[src/verilog/ceu_map.svh]
// ceu_map.svh: vectors, mode codes, status word fields, register offsets, entry timing
// assumes: included by the exception entry top module and its bench
`ifndef CEU_MAP_SVH
`define CEU_MAP_SVH
`define CEU_VEC_RESET 32'h0000_0000
`define CEU_VEC_UND 32'h0000_0004
`define CEU_VEC_TRAP 32'h0000_0008
`define CEU_VEC_PABT 32'h0000_000c
`define CEU_VEC_DABT 32'h0000_0010
`define CEU_VEC_RSVD 32'h0000_0014
`define CEU_VEC_IRQ 32'h0000_0018
`define CEU_VEC_FIQ 32'h0000_001c
`define CEU_MODE_USR 5'h10
`define CEU_MODE_FIQ 5'h11
`define CEU_MODE_IRQ 5'h12
`define CEU_MODE_SVC 5'h13
`define CEU_MODE_ABT 5'h17
`define CEU_MODE_UND 5'h1b
`define CEU_SW_T 5
`define CEU_SW_F 6
`define CEU_SW_I 7
`define CEU_SW_RESET 8'hd3
`define CEU_OFF_STATUS 12'h000
`define CEU_OFF_PC 12'h004
`define CEU_OFF_LINK 12'h008
`define CEU_OFF_SAVED 12'h00c
`define CEU_OFF_PEND 12'h010
`define CEU_OFF_RET 12'h014
`define CEU_T_SYNC_MAX_CYC 3
`define CEU_T_LDM_CYC 20
`define CEU_T_EXC_CYC 2'h3
`define CEU_T_FIQ_CYC 2'h2
`define CEU_T_MIN_CYC 4
`define CEU_T_WORST_CYC 28
`define CEU_LINK_OFF_DABT 32'h0000_0008
`define CEU_LINK_OFF_STD 32'h0000_0004
`endif

[src/verilog/ceu_pkg.sv]
// ceu_pkg: types of the exception entry unit
// assumes: ceu_map.svh holds every number
package ceu_pkg;
  typedef enum logic [2:0] {
    CEU_ST_RUN = 3'h1,
    CEU_ST_RST = 3'h2,
    CEU_ST_ENTRY = 3'h4
  } ceu_state_e;
  typedef enum logic [2:0] {
    CEU_K_NONE = 3'h0,
    CEU_K_DABT = 3'h1,
    CEU_K_FIQ = 3'h2,
    CEU_K_IRQ = 3'h3,
    CEU_K_PABT = 3'h4,
    CEU_K_UND = 3'h5,
    CEU_K_TRAP = 3'h6
  } ceu_kind_e;
  typedef logic [7:0] ceu_status_t;
endpackage : ceu_pkg

[src/verilog/ceu_top.sv]
// ceu_top: exception entry sequencing with an APB register window
// assumes: core pulses instr_end at each instruction end and pulses the
// abort and decode inputs in the same pclk domain; request pins are async
//
// Functional notes
// - entry loads the fixed vector of the exception; 0x14 is never used
// - entry mode: supervisor, undefined, abort, normal or fast interrupt mode
// - fixed priority: reset, data abort, fast, normal, prefetch, undef or trap
// - undefined instruction and software trap never flagged from the same cycle
// - data abort with fast interrupt enabled chains straight to the fast vector
// - enabled fast interrupt latency at most 28 cycles
// - after worst latency the fast vector instruction is executing
// - minimum interrupt latency is sync plus fast entry, 4 cycles
// - normal interrupt may wait without bound while fast ones run
// - while reset is low, fetch from incrementing word addresses
// - reset release copies pc and status into supervisor link and saved
// - reset release sets supervisor mode, both masks, clears compact bit
// - after reset release fetch from zero in native state
// - with fast mask clear, fast request is sampled every instruction end
// - each entry saves return address and status into the new mode
`timescale 1ns/10ps
`include "ceu_map.svh"
module ceu_top (
  input wire logic pclk,
  input wire logic presetn,
  input wire logic psel,
  input wire logic penable,
  input wire logic pwrite,
  input wire logic [11:0] paddr,
  input wire logic [31:0] pwdata,
  output logic [31:0] prdata,
  output logic pready,
  output logic pslverr,
  input wire logic core_reset_low,
  input wire logic fast_int_request_low,
  input wire logic normal_int_request_low,
  input wire logic instr_end,
  input wire logic data_abort,
  input wire logic prefetch_abort,
  input wire logic undef_decode,
  input wire logic software_trap,
  output logic [31:0] fetch_addr,
  output ceu_pkg::ceu_status_t current_status_word,
  output logic entry_busy,
  output logic vector_load
);
  import ceu_pkg::*;

  logic [2:0] pins_sync;
  logic rst_held;
  logic fiq_low;
  logic irq_low;
  ceu_state_e state_r;
  logic [1:0] cnt_r;
  logic [31:0] pc_r;
  ceu_status_t status_r;
  logic [31:0] link_r [0:4];
  ceu_status_t saved_r [0:4];
  logic [31:0] retoff_r [0:4];
  logic dabt_p_r, pabt_p_r, und_p_r, trap_p_r;
  logic boundary, fiq_req, irq_req, take;
  ceu_kind_e kind;
  logic [31:0] vec;
  logic [4:0] new_mode;
  logic [2:0] new_idx, cur_idx;
  logic [1:0] entry_len;
  logic [31:0] link_off;
  logic wr_en, rd_setup, ret_req;

  ceu_sync #(.W(3)) u_sync (
    .pclk(pclk),
    .presetn(presetn),
    .pin_in({core_reset_low, fast_int_request_low, normal_int_request_low}),
    .pin_sync(pins_sync)
  );
  assign rst_held = ~pins_sync[2];
  assign fiq_low = ~pins_sync[1];
  assign irq_low = ~pins_sync[0];

  function automatic logic [2:0] mode_idx(input logic [4:0] m);
    case (m)
      `CEU_MODE_UND: mode_idx = 3'h1;
      `CEU_MODE_ABT: mode_idx = 3'h2;
      `CEU_MODE_IRQ: mode_idx = 3'h3;
      `CEU_MODE_FIQ: mode_idx = 3'h4;
      default: mode_idx = 3'h0;
    endcase
  endfunction : mode_idx

  // an entry ending is itself a boundary, so a held fast request chains at once
  assign boundary = ((state_r == CEU_ST_RUN) & instr_end) |
                    ((state_r == CEU_ST_ENTRY) & (cnt_r == 2'h1));
  assign fiq_req = fiq_low & ~status_r[`CEU_SW_F];
  assign irq_req = irq_low & ~status_r[`CEU_SW_I];

  // one winner per boundary; a lower request simply stays pending
  always_comb begin
    kind = CEU_K_NONE;
    if (dabt_p_r) begin
      kind = CEU_K_DABT;
    end else if (fiq_req) begin
      kind = CEU_K_FIQ;
    end else if (irq_req) begin
      kind = CEU_K_IRQ;
    end else if (pabt_p_r) begin
      kind = CEU_K_PABT;
    end else if (und_p_r) begin
      kind = CEU_K_UND;
    end else if (trap_p_r) begin
      kind = CEU_K_TRAP;
    end
  end
  assign take = boundary & (kind != CEU_K_NONE) & ~rst_held;

  always_comb begin
    vec = `CEU_VEC_RESET;
    new_mode = `CEU_MODE_SVC;
    entry_len = `CEU_T_FIQ_CYC;
    link_off = `CEU_LINK_OFF_STD;
    case (kind)
      CEU_K_DABT: begin
        vec = `CEU_VEC_DABT;
        new_mode = `CEU_MODE_ABT;
        entry_len = `CEU_T_EXC_CYC;
        link_off = `CEU_LINK_OFF_DABT;
      end
      CEU_K_FIQ: begin
        vec = `CEU_VEC_FIQ;
        new_mode = `CEU_MODE_FIQ;
      end
      CEU_K_IRQ: begin
        vec = `CEU_VEC_IRQ;
        new_mode = `CEU_MODE_IRQ;
      end
      CEU_K_PABT: begin
        vec = `CEU_VEC_PABT;
        new_mode = `CEU_MODE_ABT;
      end
      CEU_K_UND: begin
        vec = `CEU_VEC_UND;
        new_mode = `CEU_MODE_UND;
      end
      CEU_K_TRAP: begin
        vec = `CEU_VEC_TRAP;
        new_mode = `CEU_MODE_SVC;
      end
      default: begin
        vec = `CEU_VEC_RESET;
      end
    endcase
  end
  assign new_idx = mode_idx(new_mode);
  assign cur_idx = mode_idx(status_r[4:0]);

  assign wr_en = psel & penable & pwrite;
  assign rd_setup = psel & ~penable & ~pwrite;
  assign ret_req = wr_en & (paddr == `CEU_OFF_RET) & pwdata[0];

  // sequencer; reset pin outranks everything
  always_ff @(posedge pclk or negedge presetn) begin
    if (!presetn) begin
      state_r <= CEU_ST_RST;
      cnt_r <= 2'h0;
    end else begin
      case (state_r)
        CEU_ST_RUN: begin
          if (rst_held) begin
            state_r <= CEU_ST_RST;
          end else if (take) begin
            state_r <= CEU_ST_ENTRY;
            cnt_r <= entry_len;
          end
        end
        CEU_ST_RST: begin
          if (!rst_held) begin
            state_r <= CEU_ST_RUN;
          end
        end
        CEU_ST_ENTRY: begin
          if (rst_held) begin
            state_r <= CEU_ST_RST;
          end else if (take) begin
            cnt_r <= entry_len;
          end else if (cnt_r == 2'h1) begin
            state_r <= CEU_ST_RUN;
          end else begin
            cnt_r <= cnt_r - 2'h1;
          end
        end
        default: begin
          state_r <= CEU_ST_RST;
        end
      endcase
    end
  end

  // fetch address
  always_ff @(posedge pclk or negedge presetn) begin
    if (!presetn) begin
      pc_r <= `CEU_VEC_RESET;
    end else if (state_r == CEU_ST_RST) begin
      if (rst_held) begin
        pc_r <= pc_r + 32'h4;
      end else begin
        pc_r <= `CEU_VEC_RESET;
      end
    end else if (rst_held) begin
      pc_r <= pc_r + 32'h4;
    end else if (take) begin
      pc_r <= vec;
    end else if (ret_req) begin
      pc_r <= link_r[cur_idx] - retoff_r[cur_idx];
    end else if ((state_r == CEU_ST_RUN) & instr_end) begin
      pc_r <= pc_r + 32'h4;
    end
  end

  // status word: entry beats a software write in the same cycle
  always_ff @(posedge pclk or negedge presetn) begin
    if (!presetn) begin
      status_r <= `CEU_SW_RESET;
    end else if (state_r == CEU_ST_RST) begin
      if (!rst_held) begin
        status_r[4:0] <= `CEU_MODE_SVC;
        status_r[`CEU_SW_I] <= 1'b1;
        status_r[`CEU_SW_F] <= 1'b1;
        status_r[`CEU_SW_T] <= 1'b0;
      end
    end else if (take) begin
      status_r[4:0] <= new_mode;
      status_r[`CEU_SW_T] <= 1'b0;
      status_r[`CEU_SW_I] <= 1'b1;
      if (kind == CEU_K_FIQ) begin
        status_r[`CEU_SW_F] <= 1'b1;
      end
    end else if (ret_req) begin
      status_r <= saved_r[cur_idx];
    end else if (wr_en & (paddr == `CEU_OFF_STATUS)) begin
      status_r <= pwdata[7:0];
    end
  end

  // banked link and saved status, one entry per exception mode
  genvar g;
  generate
    for (g = 0; g < 5; g++) begin : g_bank
      always_ff @(posedge pclk or negedge presetn) begin
        if (!presetn) begin
          link_r[g] <= 32'h0;
          saved_r[g] <= 8'h0;
          retoff_r[g] <= 32'h0;
        end else if ((state_r == CEU_ST_RST) & !rst_held & (g == 0)) begin
          link_r[g] <= pc_r;
          saved_r[g] <= status_r;
          retoff_r[g] <= 32'h0;
        end else if (take & (new_idx == 3'(g))) begin
          link_r[g] <= pc_r + link_off;
          saved_r[g] <= status_r;
          retoff_r[g] <= link_off;
        end
      end
    end
  endgenerate

  // pending core events: a new event in the clearing cycle is kept
  always_ff @(posedge pclk or negedge presetn) begin
    if (!presetn) begin
      dabt_p_r <= 1'b0;
      pabt_p_r <= 1'b0;
      und_p_r <= 1'b0;
      trap_p_r <= 1'b0;
    end else if (rst_held) begin
      dabt_p_r <= 1'b0;
      pabt_p_r <= 1'b0;
      und_p_r <= 1'b0;
      trap_p_r <= 1'b0;
    end else begin
      dabt_p_r <= data_abort | (dabt_p_r & ~(take & (kind == CEU_K_DABT)));
      pabt_p_r <= prefetch_abort | (pabt_p_r & ~(take & (kind == CEU_K_PABT)));
      // trap decode wins a same-cycle decode clash; an older pending undefined flag is kept
      und_p_r <= (undef_decode & ~software_trap) |
                 (und_p_r & ~(take & (kind == CEU_K_UND)));
      trap_p_r <= software_trap | (trap_p_r & ~(take & (kind == CEU_K_TRAP)));
    end
  end

  // apb read data captured in setup, so the access phase needs no wait
  always_ff @(posedge pclk or negedge presetn) begin
    if (!presetn) begin
      prdata <= 32'h0;
    end else if (rd_setup) begin
      case (paddr)
        `CEU_OFF_STATUS: prdata <= {24'h0, status_r};
        `CEU_OFF_PC: prdata <= pc_r;
        `CEU_OFF_LINK: prdata <= link_r[cur_idx];
        `CEU_OFF_SAVED: prdata <= {24'h0, saved_r[cur_idx]};
        `CEU_OFF_PEND: prdata <= {25'h0, state_r, dabt_p_r, pabt_p_r, und_p_r, trap_p_r};
        default: prdata <= 32'h0;
      endcase
    end
  end

  assign pready = 1'b1;
  assign pslverr = psel & penable & ~((paddr == `CEU_OFF_STATUS) | (paddr == `CEU_OFF_PC) |
                   (paddr == `CEU_OFF_LINK) | (paddr == `CEU_OFF_SAVED) |
                   (paddr == `CEU_OFF_PEND) | (paddr == `CEU_OFF_RET));
  assign fetch_addr = pc_r;
  assign current_status_word = status_r;
  assign entry_busy = (state_r == CEU_ST_ENTRY);
  assign vector_load = take;

  chk_vector_fiq: assert property (@(posedge pclk) disable iff (!presetn)
    take && kind == CEU_K_FIQ |=> pc_r == `CEU_VEC_FIQ && !rst_held || rst_held)
    else $error("fast entry did not load its vector");
  chk_no_reserved: assert property (@(posedge pclk) disable iff (!presetn)
    take |=> pc_r != `CEU_VEC_RSVD)
    else $error("reserved vector loaded");
  chk_abort_mode: assert property (@(posedge pclk) disable iff (!presetn)
    take && (kind == CEU_K_DABT || kind == CEU_K_PABT) && !rst_held |=>
    status_r[4:0] == `CEU_MODE_ABT || rst_held)
    else $error("abort entry mode wrong");
  chk_dabt_first: assert property (@(posedge pclk) disable iff (!presetn)
    take && dabt_p_r |-> kind == CEU_K_DABT)
    else $error("data abort lost priority");
  // flags from different instructions may both pend; only a same-cycle clash is barred
  chk_decode_excl: assert property (@(posedge pclk) disable iff (!presetn)
    undef_decode && software_trap && !und_p_r |=> !und_p_r)
    else $error("undefined latched together with trap");
  chk_chain_fiq: assert property (@(posedge pclk) disable iff (!presetn)
    take && kind == CEU_K_DABT && fiq_req ##1 !rst_held [*3] |->
    (take && kind == CEU_K_FIQ) || !fiq_req)
    else $error("fast interrupt not chained after data abort");
  chk_fiq_entry_len: assert property (@(posedge pclk) disable iff (!presetn)
    take && kind == CEU_K_FIQ ##1 !rst_held [*2] |-> boundary && pc_r == `CEU_VEC_FIQ)
    else $error("fast entry time wrong");
  chk_fiq_sampled: assert property (@(posedge pclk) disable iff (!presetn)
    boundary && fiq_req && !rst_held |-> take && (kind == CEU_K_FIQ || kind == CEU_K_DABT))
    else $error("enabled fast request not taken at boundary");
  chk_irq_yields: assert property (@(posedge pclk) disable iff (!presetn)
    take && kind == CEU_K_IRQ |-> !fiq_req)
    else $error("normal interrupt beat fast interrupt");
  chk_reset_fetch: assert property (@(posedge pclk) disable iff (!presetn)
    state_r == CEU_ST_RST && rst_held |=> pc_r == $past(pc_r) + 32'h4)
    else $error("reset fetch not incrementing");
  chk_reset_release: assert property (@(posedge pclk) disable iff (!presetn)
    state_r == CEU_ST_RST && !rst_held |=> pc_r == `CEU_VEC_RESET &&
    status_r[4:0] == `CEU_MODE_SVC && status_r[`CEU_SW_I] && status_r[`CEU_SW_F] &&
    !status_r[`CEU_SW_T] && link_r[0] == $past(pc_r) && saved_r[0] == $past(status_r))
    else $error("reset release sequence wrong");
  chk_save_status: assert property (@(posedge pclk) disable iff (!presetn)
    take && !rst_held && kind == CEU_K_IRQ |=> saved_r[3] == $past(status_r))
    else $error("status not saved on entry");
  cov_chain: cover property (@(posedge pclk) disable iff (!presetn)
    take && kind == CEU_K_DABT ##3 take && kind == CEU_K_FIQ);
  cov_irq: cover property (@(posedge pclk) disable iff (!presetn) take && kind == CEU_K_IRQ);
  cov_release: cover property (@(posedge pclk) disable iff (!presetn)
    state_r == CEU_ST_RST ##1 state_r == CEU_ST_RUN);
  cov_return: cover property (@(posedge pclk) disable iff (!presetn) ret_req);
endmodule : ceu_top

[src/verilog/ceu_sync.sv]
// ceu_sync: two-flop synchroniser for asynchronous active-low pins
// assumes: inputs come from outside the pclk domain; idle level is high
`timescale 1ns/10ps
module ceu_sync #(
  parameter int W = 3
) (
  input wire logic pclk,
  input wire logic presetn,
  input wire logic [W-1:0] pin_in,
  output logic [W-1:0] pin_sync
);
  logic [W-1:0] meta_r;
  // reset to idle-high so no request is seen while the chain fills
  always_ff @(posedge pclk or negedge presetn) begin
    if (!presetn) begin
      meta_r <= '1;
      pin_sync <= '1;
    end else begin
      meta_r <= pin_in;
      pin_sync <= meta_r;
    end
  end
endmodule : ceu_sync

[config.mk]
export PLATFORM = sky130hd
export DESIGN_NAME = ceu_top
export DESIGN_NICKNAME = d
export VERILOG_FILES = /design/src/verilog/ceu_pkg.sv /design/src/verilog/ceu_top.sv /design/src/verilog/ceu_sync.sv
export VERILOG_INCLUDE_DIRS = /design/src /design/src/verilog
export SDC_FILE = /design/constraint.sdc
export NUM_CORES = 1
export LEC_CHECK = 0
export BUFFER_PORTS_ARGS = -buffer_cell sky130_fd_sc_hd__clkbuf_2
export CAP_MARGIN = 20
export CELL_PAD_IN_SITES_DETAIL_PLACEMENT = 1
export CELL_PAD_IN_SITES_GLOBAL_PLACEMENT = 1
export CORE_UTILIZATION = 46
export DETAILED_ROUTE_END_ITERATION = 6
export PLACE_DENSITY = 0.81
export SLEW_MARGIN = 20
export SYNTH_ARGS = -nofsm -noshare
export SYNTH_HDL_FRONTEND = slang
export SYNTH_SLANG_ARGS = --single-unit
export TNS_END_PERCENT = 100
[constraint.sdc]
create_clock -name pclk -period 4.75 [get_ports pclk]
set_input_delay 0.475 -clock pclk [delete_from_list [all_inputs] [get_ports pclk]]
set_output_delay 0.475 -clock pclk [all_outputs]
set_load 0.02 [all_outputs]
==> results.toml, run 1 <==
[run_status]
outcome = "finished, violations left"
violations = "design-rule violations"

[detailed_routing]
vias = 14800
vias_per_cell = 6.44
drc = 2
detail-route-antenna-nets = 0
wirelength_mm = 58.8
drtIter0Drc = 1233
dr.pass1.iters = 7
routedWlPerCell_um = 25.6

[clock_tree]
clk_pin_slew_ps = 60
insertion_delay_ps = 550
cts_root_buf = "clkbuf_16"
numCtsBuffers = 34
tritoncts = "yes"
hold_buffers = 0
cts_resized = 0
htree_levels = 2
cts_sinks = 297
clock_path_buffers = 3
post-cts-setup-buffers = 0

[yosys]
yosysWarnings = 0
synthFlopType = "dfrtp_1"
synth_cell_types = 87
synth_nets = 1839
synth_area_sq_um = 15700
yosysTopAreaCellShare = 0.454
syn_inst = 1775
synth_largest_area_cell = "dfrtp_1"
ys_top_cells_by_area = "dfrtp_1 (45%), o21ai_0 (8.0%), nand2_1 (7.8%)"
avgSynthCellArea_sq_um = 8.84
yosysSeqAreaShare = 0.475
synth_common_cells = "nand2_1 (325), dfrtp_1 (285), o21ai_0 (250)"
yosysMostFrequentCell = "nand2_1"
synth-edff-count = 0
async_flop_share = 1.00
ys_seq_elements = 297

[floorplan]
die_h_um = 187
num_rows = 67
initial_core_util = 0.468
core_sq_um = 33500
die_area_sq_um = 34900
die_w_um = 187
io_pins = 133

[sta]
fin_ws_ps = 274
fin_tns_setup_ps = 0
hold_violations = 0
finalSetupViolations = 0
clock.fmax_mhz = 223
hold_slack_ps = 18.4
slew_headroom = 0.223
slew_viol_final = 0
grt_setup_unrepaired = "false"
period_minus_slack_ps = 4480
worstMarginPinSlew_ps = 1160
skew_ps = 31.4
final.period_utilization = 0.942

[worst_setup_path]
crit_chain = "xor2_2 -> buf_4 -> nor2_2 -> nand2_1 -> a21oi_1 -> a221oi_1 -> a21oi_1 -> ha_1 -> o21a_1 -> nor2_1 -> o21a_1 -> nand4_2 -> nor2_2 -> buf_4 -> nand3_1 -> nor2_1 -> xor2_1 -> o221ai_1"
r2r_cells = 18
r2r-start = "current_status_word[0]$_DFFE_PN1P_"
arrival_ps = 4830
crit_required_ps = 5100
path_max_fanout = 10
end_kind = "register"
rrSetupSlack_ps = 270
slowest_delay_ps = 680
start_kind = "register"
timing.rr.end = "fetch_addr[30]$_DFFE_PN0N_"
critPathKind = "reg -> reg"
critPathSlowestCell = "dfstp_2"

[placed_design]
port_buffers = 107
gp_congestion = 0.917
post-dp-hpwl_mm = 40.8
pre_cts_ws_ps = 427

[job]
maxCapViolations = 0

[pwr]
powerDensity_nw_per_um2 = 411
leakage_nw = 7.81
peakVddDrop_v = 0.000301

[grt]
grt_pass1_wl_mm = 92.0
busiest_layer = "met2"
overflow = 0
grt_use_met2 = 0.565
grt_usage = 0.341
use_met3 = 0.0504
antenna_found_initial = 0
grt_max_degree = 111
grt_pass1_vias = 15500
grtUsageMet1 = 0.416

[worst_hold_path]
hp-class = "in -> async"

[final_layout]
fillers = 3936
nets = 1891
num_antenna_cells = 0
multi_input_area_sq_um = 7560
syn_to_final_growth_pct = 13.7
drive_gt1_frac = 0.162
ff_latch_area_sq_um = 7450
[stage by stage]
step	utilization	cell area, sq um	total power (W)	cells
floorplan	-	15700	0.00384	1775
global route	0.532	17800	0.00755	2298
detailed placement	0.497	16700	0.00450	2239
global placement	0.496	16600	0.00443	2239
CTS	0.532	17800	0.00732	2298
finish	0.532	17800	0.00733	2298
[layer usage]
metal	part of all wire	routed length, um
met5	0	0
met4	0.068	4020
met3	0.058	3410
met2	0.48	28300
met1	0.39	23100
[worst max path at each step]
stage	from	to	slack, ps	cells past startpoint
after floorplan	current_status_word[4]$_DFFE_PN1P_	fetch_addr[23]$_DFFE_PN0N_	320	21
after global placement	current_status_word[2]$_DFFE_PN0P_	fetch_addr[16]$_DFFE_PN0N_	650	16
after detailed placement	current_status_word[2]$_DFFE_PN0P_	fetch_addr[16]$_DFFE_PN0N_	430	16
after CTS	current_status_word[2]$_DFFE_PN0P_	fetch_addr[30]$_DFFE_PN0N_	220	18
after global routing	current_status_word[0]$_DFFE_PN1P_	fetch_addr[30]$_DFFE_PN0N_	20	18
final	current_status_word[0]$_DFFE_PN1P_	fetch_addr[30]$_DFFE_PN0N_	270	18
[area by class of cell]
cell class                      instances  share of cell area
Clock buffer                           48              0.0569
Clock inverter                         11             0.00905
Inverter                               29             0.00610
Multi-Input combinational cell       1303               0.424
Sequential cell                       297               0.418
Tap cell                              448              0.0314
Timing Repair Buffer                  162              0.0551
[registers in the layout, summed over array words and instances (netlist names), 8 cells and up]
register and count:
link_r 160, prdata 32, fetch_addr 32, saved_r 40, current_status_word 8, retoff_r 10
[layout by cell type, fill, tap and decap left out, types with 12 or more instances in the layout]
cell and instances:
a211oi_1 18, clkbuf_16 35, xnor2_1 33, clkbuf_2 106
a222oi_1 14, nand3_1 38, nand2_1 324, o221ai_1 15
dfrtp_1 284, inv_1 29, a21oi_1 89, a31oi_1 14
o21ai_0 249, buf_4 53, o211ai_1 14, nor3_1 33
o22ai_1 26, a22o_1 35, nor2_1 97, dfstp_2 12
mux2_2 29, xor2_1 24, o21a_1 16, and3_1 22
[report_power, final]
part	internal (W)	switching, W	total [W]
logic	0.000522	0.00114	0.00166
clock network	0.00170	0.00110	0.00281
registers	0.00268	0.000181	0.00286
[cells by family after synthesis]
| family | Yosys count | share of synthesized area |
|---|---|---|
| other | 1 | 0.000239 |
| and+or+nand+nor | 628 | 0.184 |
| AOI/OAI and AO/OA | 572 | 0.230 |
| buffers and inverters | 175 | 0.0463 |
| adders and majority gates | 7 | 0.00606 |
| DFF | 297 | 0.475 |
| muxes | 37 | 0.0259 |
| xor gates and xnor gates | 58 | 0.0328 |
[worst max-delay path: cells and delay by family (launching register included)]
family          cells  cell delay [ps]
buf+inv             2              390
xor+xnor            2              340
simple gates        7             1430
flops               1              680
fa+ha+maj           1              310
compound gates      6             1100
No activity file was read; power rests on OpenSTA's default activity.
==> inputs of run 2 (changes only) <==
--- a/config.mk
+++ b/config.mk
@@ -6,12 +6,12 @@
 export SDC_FILE = /design/constraint.sdc
 export NUM_CORES = 1
 export LEC_CHECK = 0
-export BUFFER_PORTS_ARGS = -buffer_cell sky130_fd_sc_hd__clkbuf_2
 export CAP_MARGIN = 20
 export CELL_PAD_IN_SITES_DETAIL_PLACEMENT = 1
 export CELL_PAD_IN_SITES_GLOBAL_PLACEMENT = 1
-export CORE_UTILIZATION = 46
+export CORE_UTILIZATION = 49
 export DETAILED_ROUTE_END_ITERATION = 6
+export DONT_BUFFER_PORTS = 1
 export PLACE_DENSITY = 0.81
 export SLEW_MARGIN = 20
 export SYNTH_ARGS = -nofsm -noshare
==> run 2 against run 1 <==
  * The flow finishes with violations (negative hold slack)
  * Clock skew fell by 14 ps
  * Routed wire length fell by 1.8%
  * Count of clock-buffer cells in the layout rose by 5
  * Largest power group unchanged
  * Sequential power barely moved
  * Hold slack got worse by 360 ps
  * Fmax fell by 0.85%
  * Utilization rose by 1.6 points
  * Die area fell by 6.1%
  * Worst setup slack got worse by 39 ps
  * Sequential cell count did not move
  * Via count fell by 3.5%
  * Combinational power fell by 4%
==> results.toml, run 2 (synthesized netlist as in run 1, its figures left out) <==
[sta]
hold_violations = 285
period_minus_slack_ps = 4510
finalSetupViolations = 0
worstMarginPinSlew_ps = 1110
fin_tns_setup_ps = 0
clock.fmax_mhz = 222
slew_viol_final = 0
final.period_utilization = 0.950
hold_slack_ps = -343
skew_ps = 17.4
grt_setup_unrepaired = "false"
slew_headroom = 0.256
fin_ws_ps = 235

[detailed_routing]
drc = 0
detail-route-antenna-nets = 0
routedWlPerCell_um = 26.8
drtIter0Drc = 1168
dr.pass1.iters = 7
vias = 14300
vias_per_cell = 6.62
wirelength_mm = 57.8

[final_layout]
final_common_cell = "nand2_1"
regMostFlops = "link_r"
multi_input_area_sq_um = 7560
fillers = 3630
nets = 1792
final_cell_mix = "nand2_1 (324), dfrtp_1 (285), o21ai_0 (250)"
syn_to_final_growth_pct = 10.1
num_antenna_cells = 0
largest_register_ffs = 160
ff_latch_area_sq_um = 7450
fin_cells = 2156
top_regs = "link_r x160, saved_r x40"
drive_gt1_frac = 0.109

[grt]
grt_pass1_vias = 15100
grt_pass1_wl_mm = 89.9
grt_usage = 0.358
overflow = 0
grt_max_degree = 298
antenna_found_initial = 0

[placed_design]
dp.cells = 2091
port_buffers = 0
pre_cts_ws_ps = 341
gp_congestion = 0.906
post-dp-hpwl_mm = 39.2

[pwr]
powerDensity_nw_per_um2 = 419
leakage_nw = 7.36
peakVddDrop_v = 0.000313

[clock_tree]
clk_pin_slew_ps = 60
clock_path_buffers = 3
cts_sinks = 297
hold_buffers = 3
cts_root_buf = "clkbuf_16"
post-cts-setup-buffers = 0
tritoncts = "yes"
numCtsBuffers = 34
insertion_delay_ps = 540
htree_levels = 2

[worst_setup_path]
rrSetupSlack_ps = 240
path_max_fanout = 20
critPathBufInv = 1
critPathSlowestCell = "dfstp_2"
crit_family = "simple AND/OR/NAND/NOR gates"
crit_chain = "xor2_1 -> nor2_1 -> a21oi_1 -> a221oi_1 -> a21oi_1 -> ha_1 -> o21a_1 -> nor2_1 -> o21a_1 -> nand4_2 -> buf_4 -> nor2_2 -> nand2_2 -> or3_1 -> xnor2_1 -> a22oi_1"
crit_required_ps = 5180
slowest_delay_ps = 780
critPathKind = "reg -> reg"
end_kind = "register"
start_kind = "register"
arrival_ps = 4950

[floorplan]
die_w_um = 181
num_rows = 65
initial_core_util = 0.497
io_pins = 133
die_h_um = 181
core_sq_um = 31600
die_area_sq_um = 32700

[run_status]
outcome = "finished, violations left"
violations = "negative hold slack"

[worst_hold_path]
hp-class = "in -> async"

[job]
maxCapViolations = 0
## run 2: cell count changes in the layout (fill, tap and decap cells not counted), moves of 3 or more
cell / previous run / this run
dlygate4sd3_1: 0 / 3
buf_4: 53 / 58
clkbuf_1: 4 / 11
clkbuf_2: 106 / 0
clkbuf_8: 9 / 5
## run 2: repair_timing
action	4_1_cts	5_1_grt
setup endpoints to repair	0	0
hold endpoints to repair	300	288
gates resized for setup	0	0
## run 2: area by class of cell
| cell class | instances | area share |
|---|---|---|
| Clock buffer | 53 | 0.0599 |
| Timing Repair Buffer | 63 | 0.0292 |
| Multi-Input combinational cell | 1303 | 0.437 |
| Sequential cell | 297 | 0.431 |
| Tap cell | 402 | 0.0291 |
| Clock inverter | 9 | 0.00709 |
| Inverter | 29 | 0.00630 |
## run 2: path summary, 6_finish.rpt
path	startpoint	end	depth (start not counted)
max	current_status_word[0]$_DFFE_PN1P_	fetch_addr[23]$_DFFE_PN0N_	16
min	presetn	link_r[82]$_DFFE_PN0P_	0
min in group pclk	data_abort	dabt_p_r$_DFF_PN0_	1
max reg2reg	current_status_word[0]$_DFFE_PN1P_	fetch_addr[23]$_DFFE_PN0N_	16
min reg2reg	u_sync.meta_r[0]$_DFF_PN1_	u_sync.pin_sync[0]$_DFF_PN1_	0
max in group asynchronous	presetn	pabt_p_r$_DFF_PN0_	0
## run 2: per-stage QoR
step                hold slack, ps  total power (W)   util  area [sq um]
global route                  -363          0.00747  0.548         17300
global placement               198          0.00440  0.510         16100
floorplan                      179          0.00384      -         15700
CTS                           -363          0.00724  0.548         17300
finish                        -343          0.00724  0.548         17300
detailed placement             196          0.00446  0.510         16100
## run 2: per-layer routing
metal	routed length [um]	part of all wire	global-route usage	up-vias
met2	27900	0.48	0.588	583
met4	3460	0.060	0.216	0
met1	22800	0.39	0.444	7273
met3	3660	0.063	0.0583	181
met5	0	0	0	-
li1	-	-	-	6246
## run 2: power breakdown
part	leakage [nW]	switching (W)	internal (W)	total [W]
sequential	4.03	0.000188	0.00268	0.00287
clock	0.567	0.00110	0.00167	0.00277
combinational	2.76	0.00108	0.000526	0.00160
total	7.36	0.00237	0.00487	0.00724
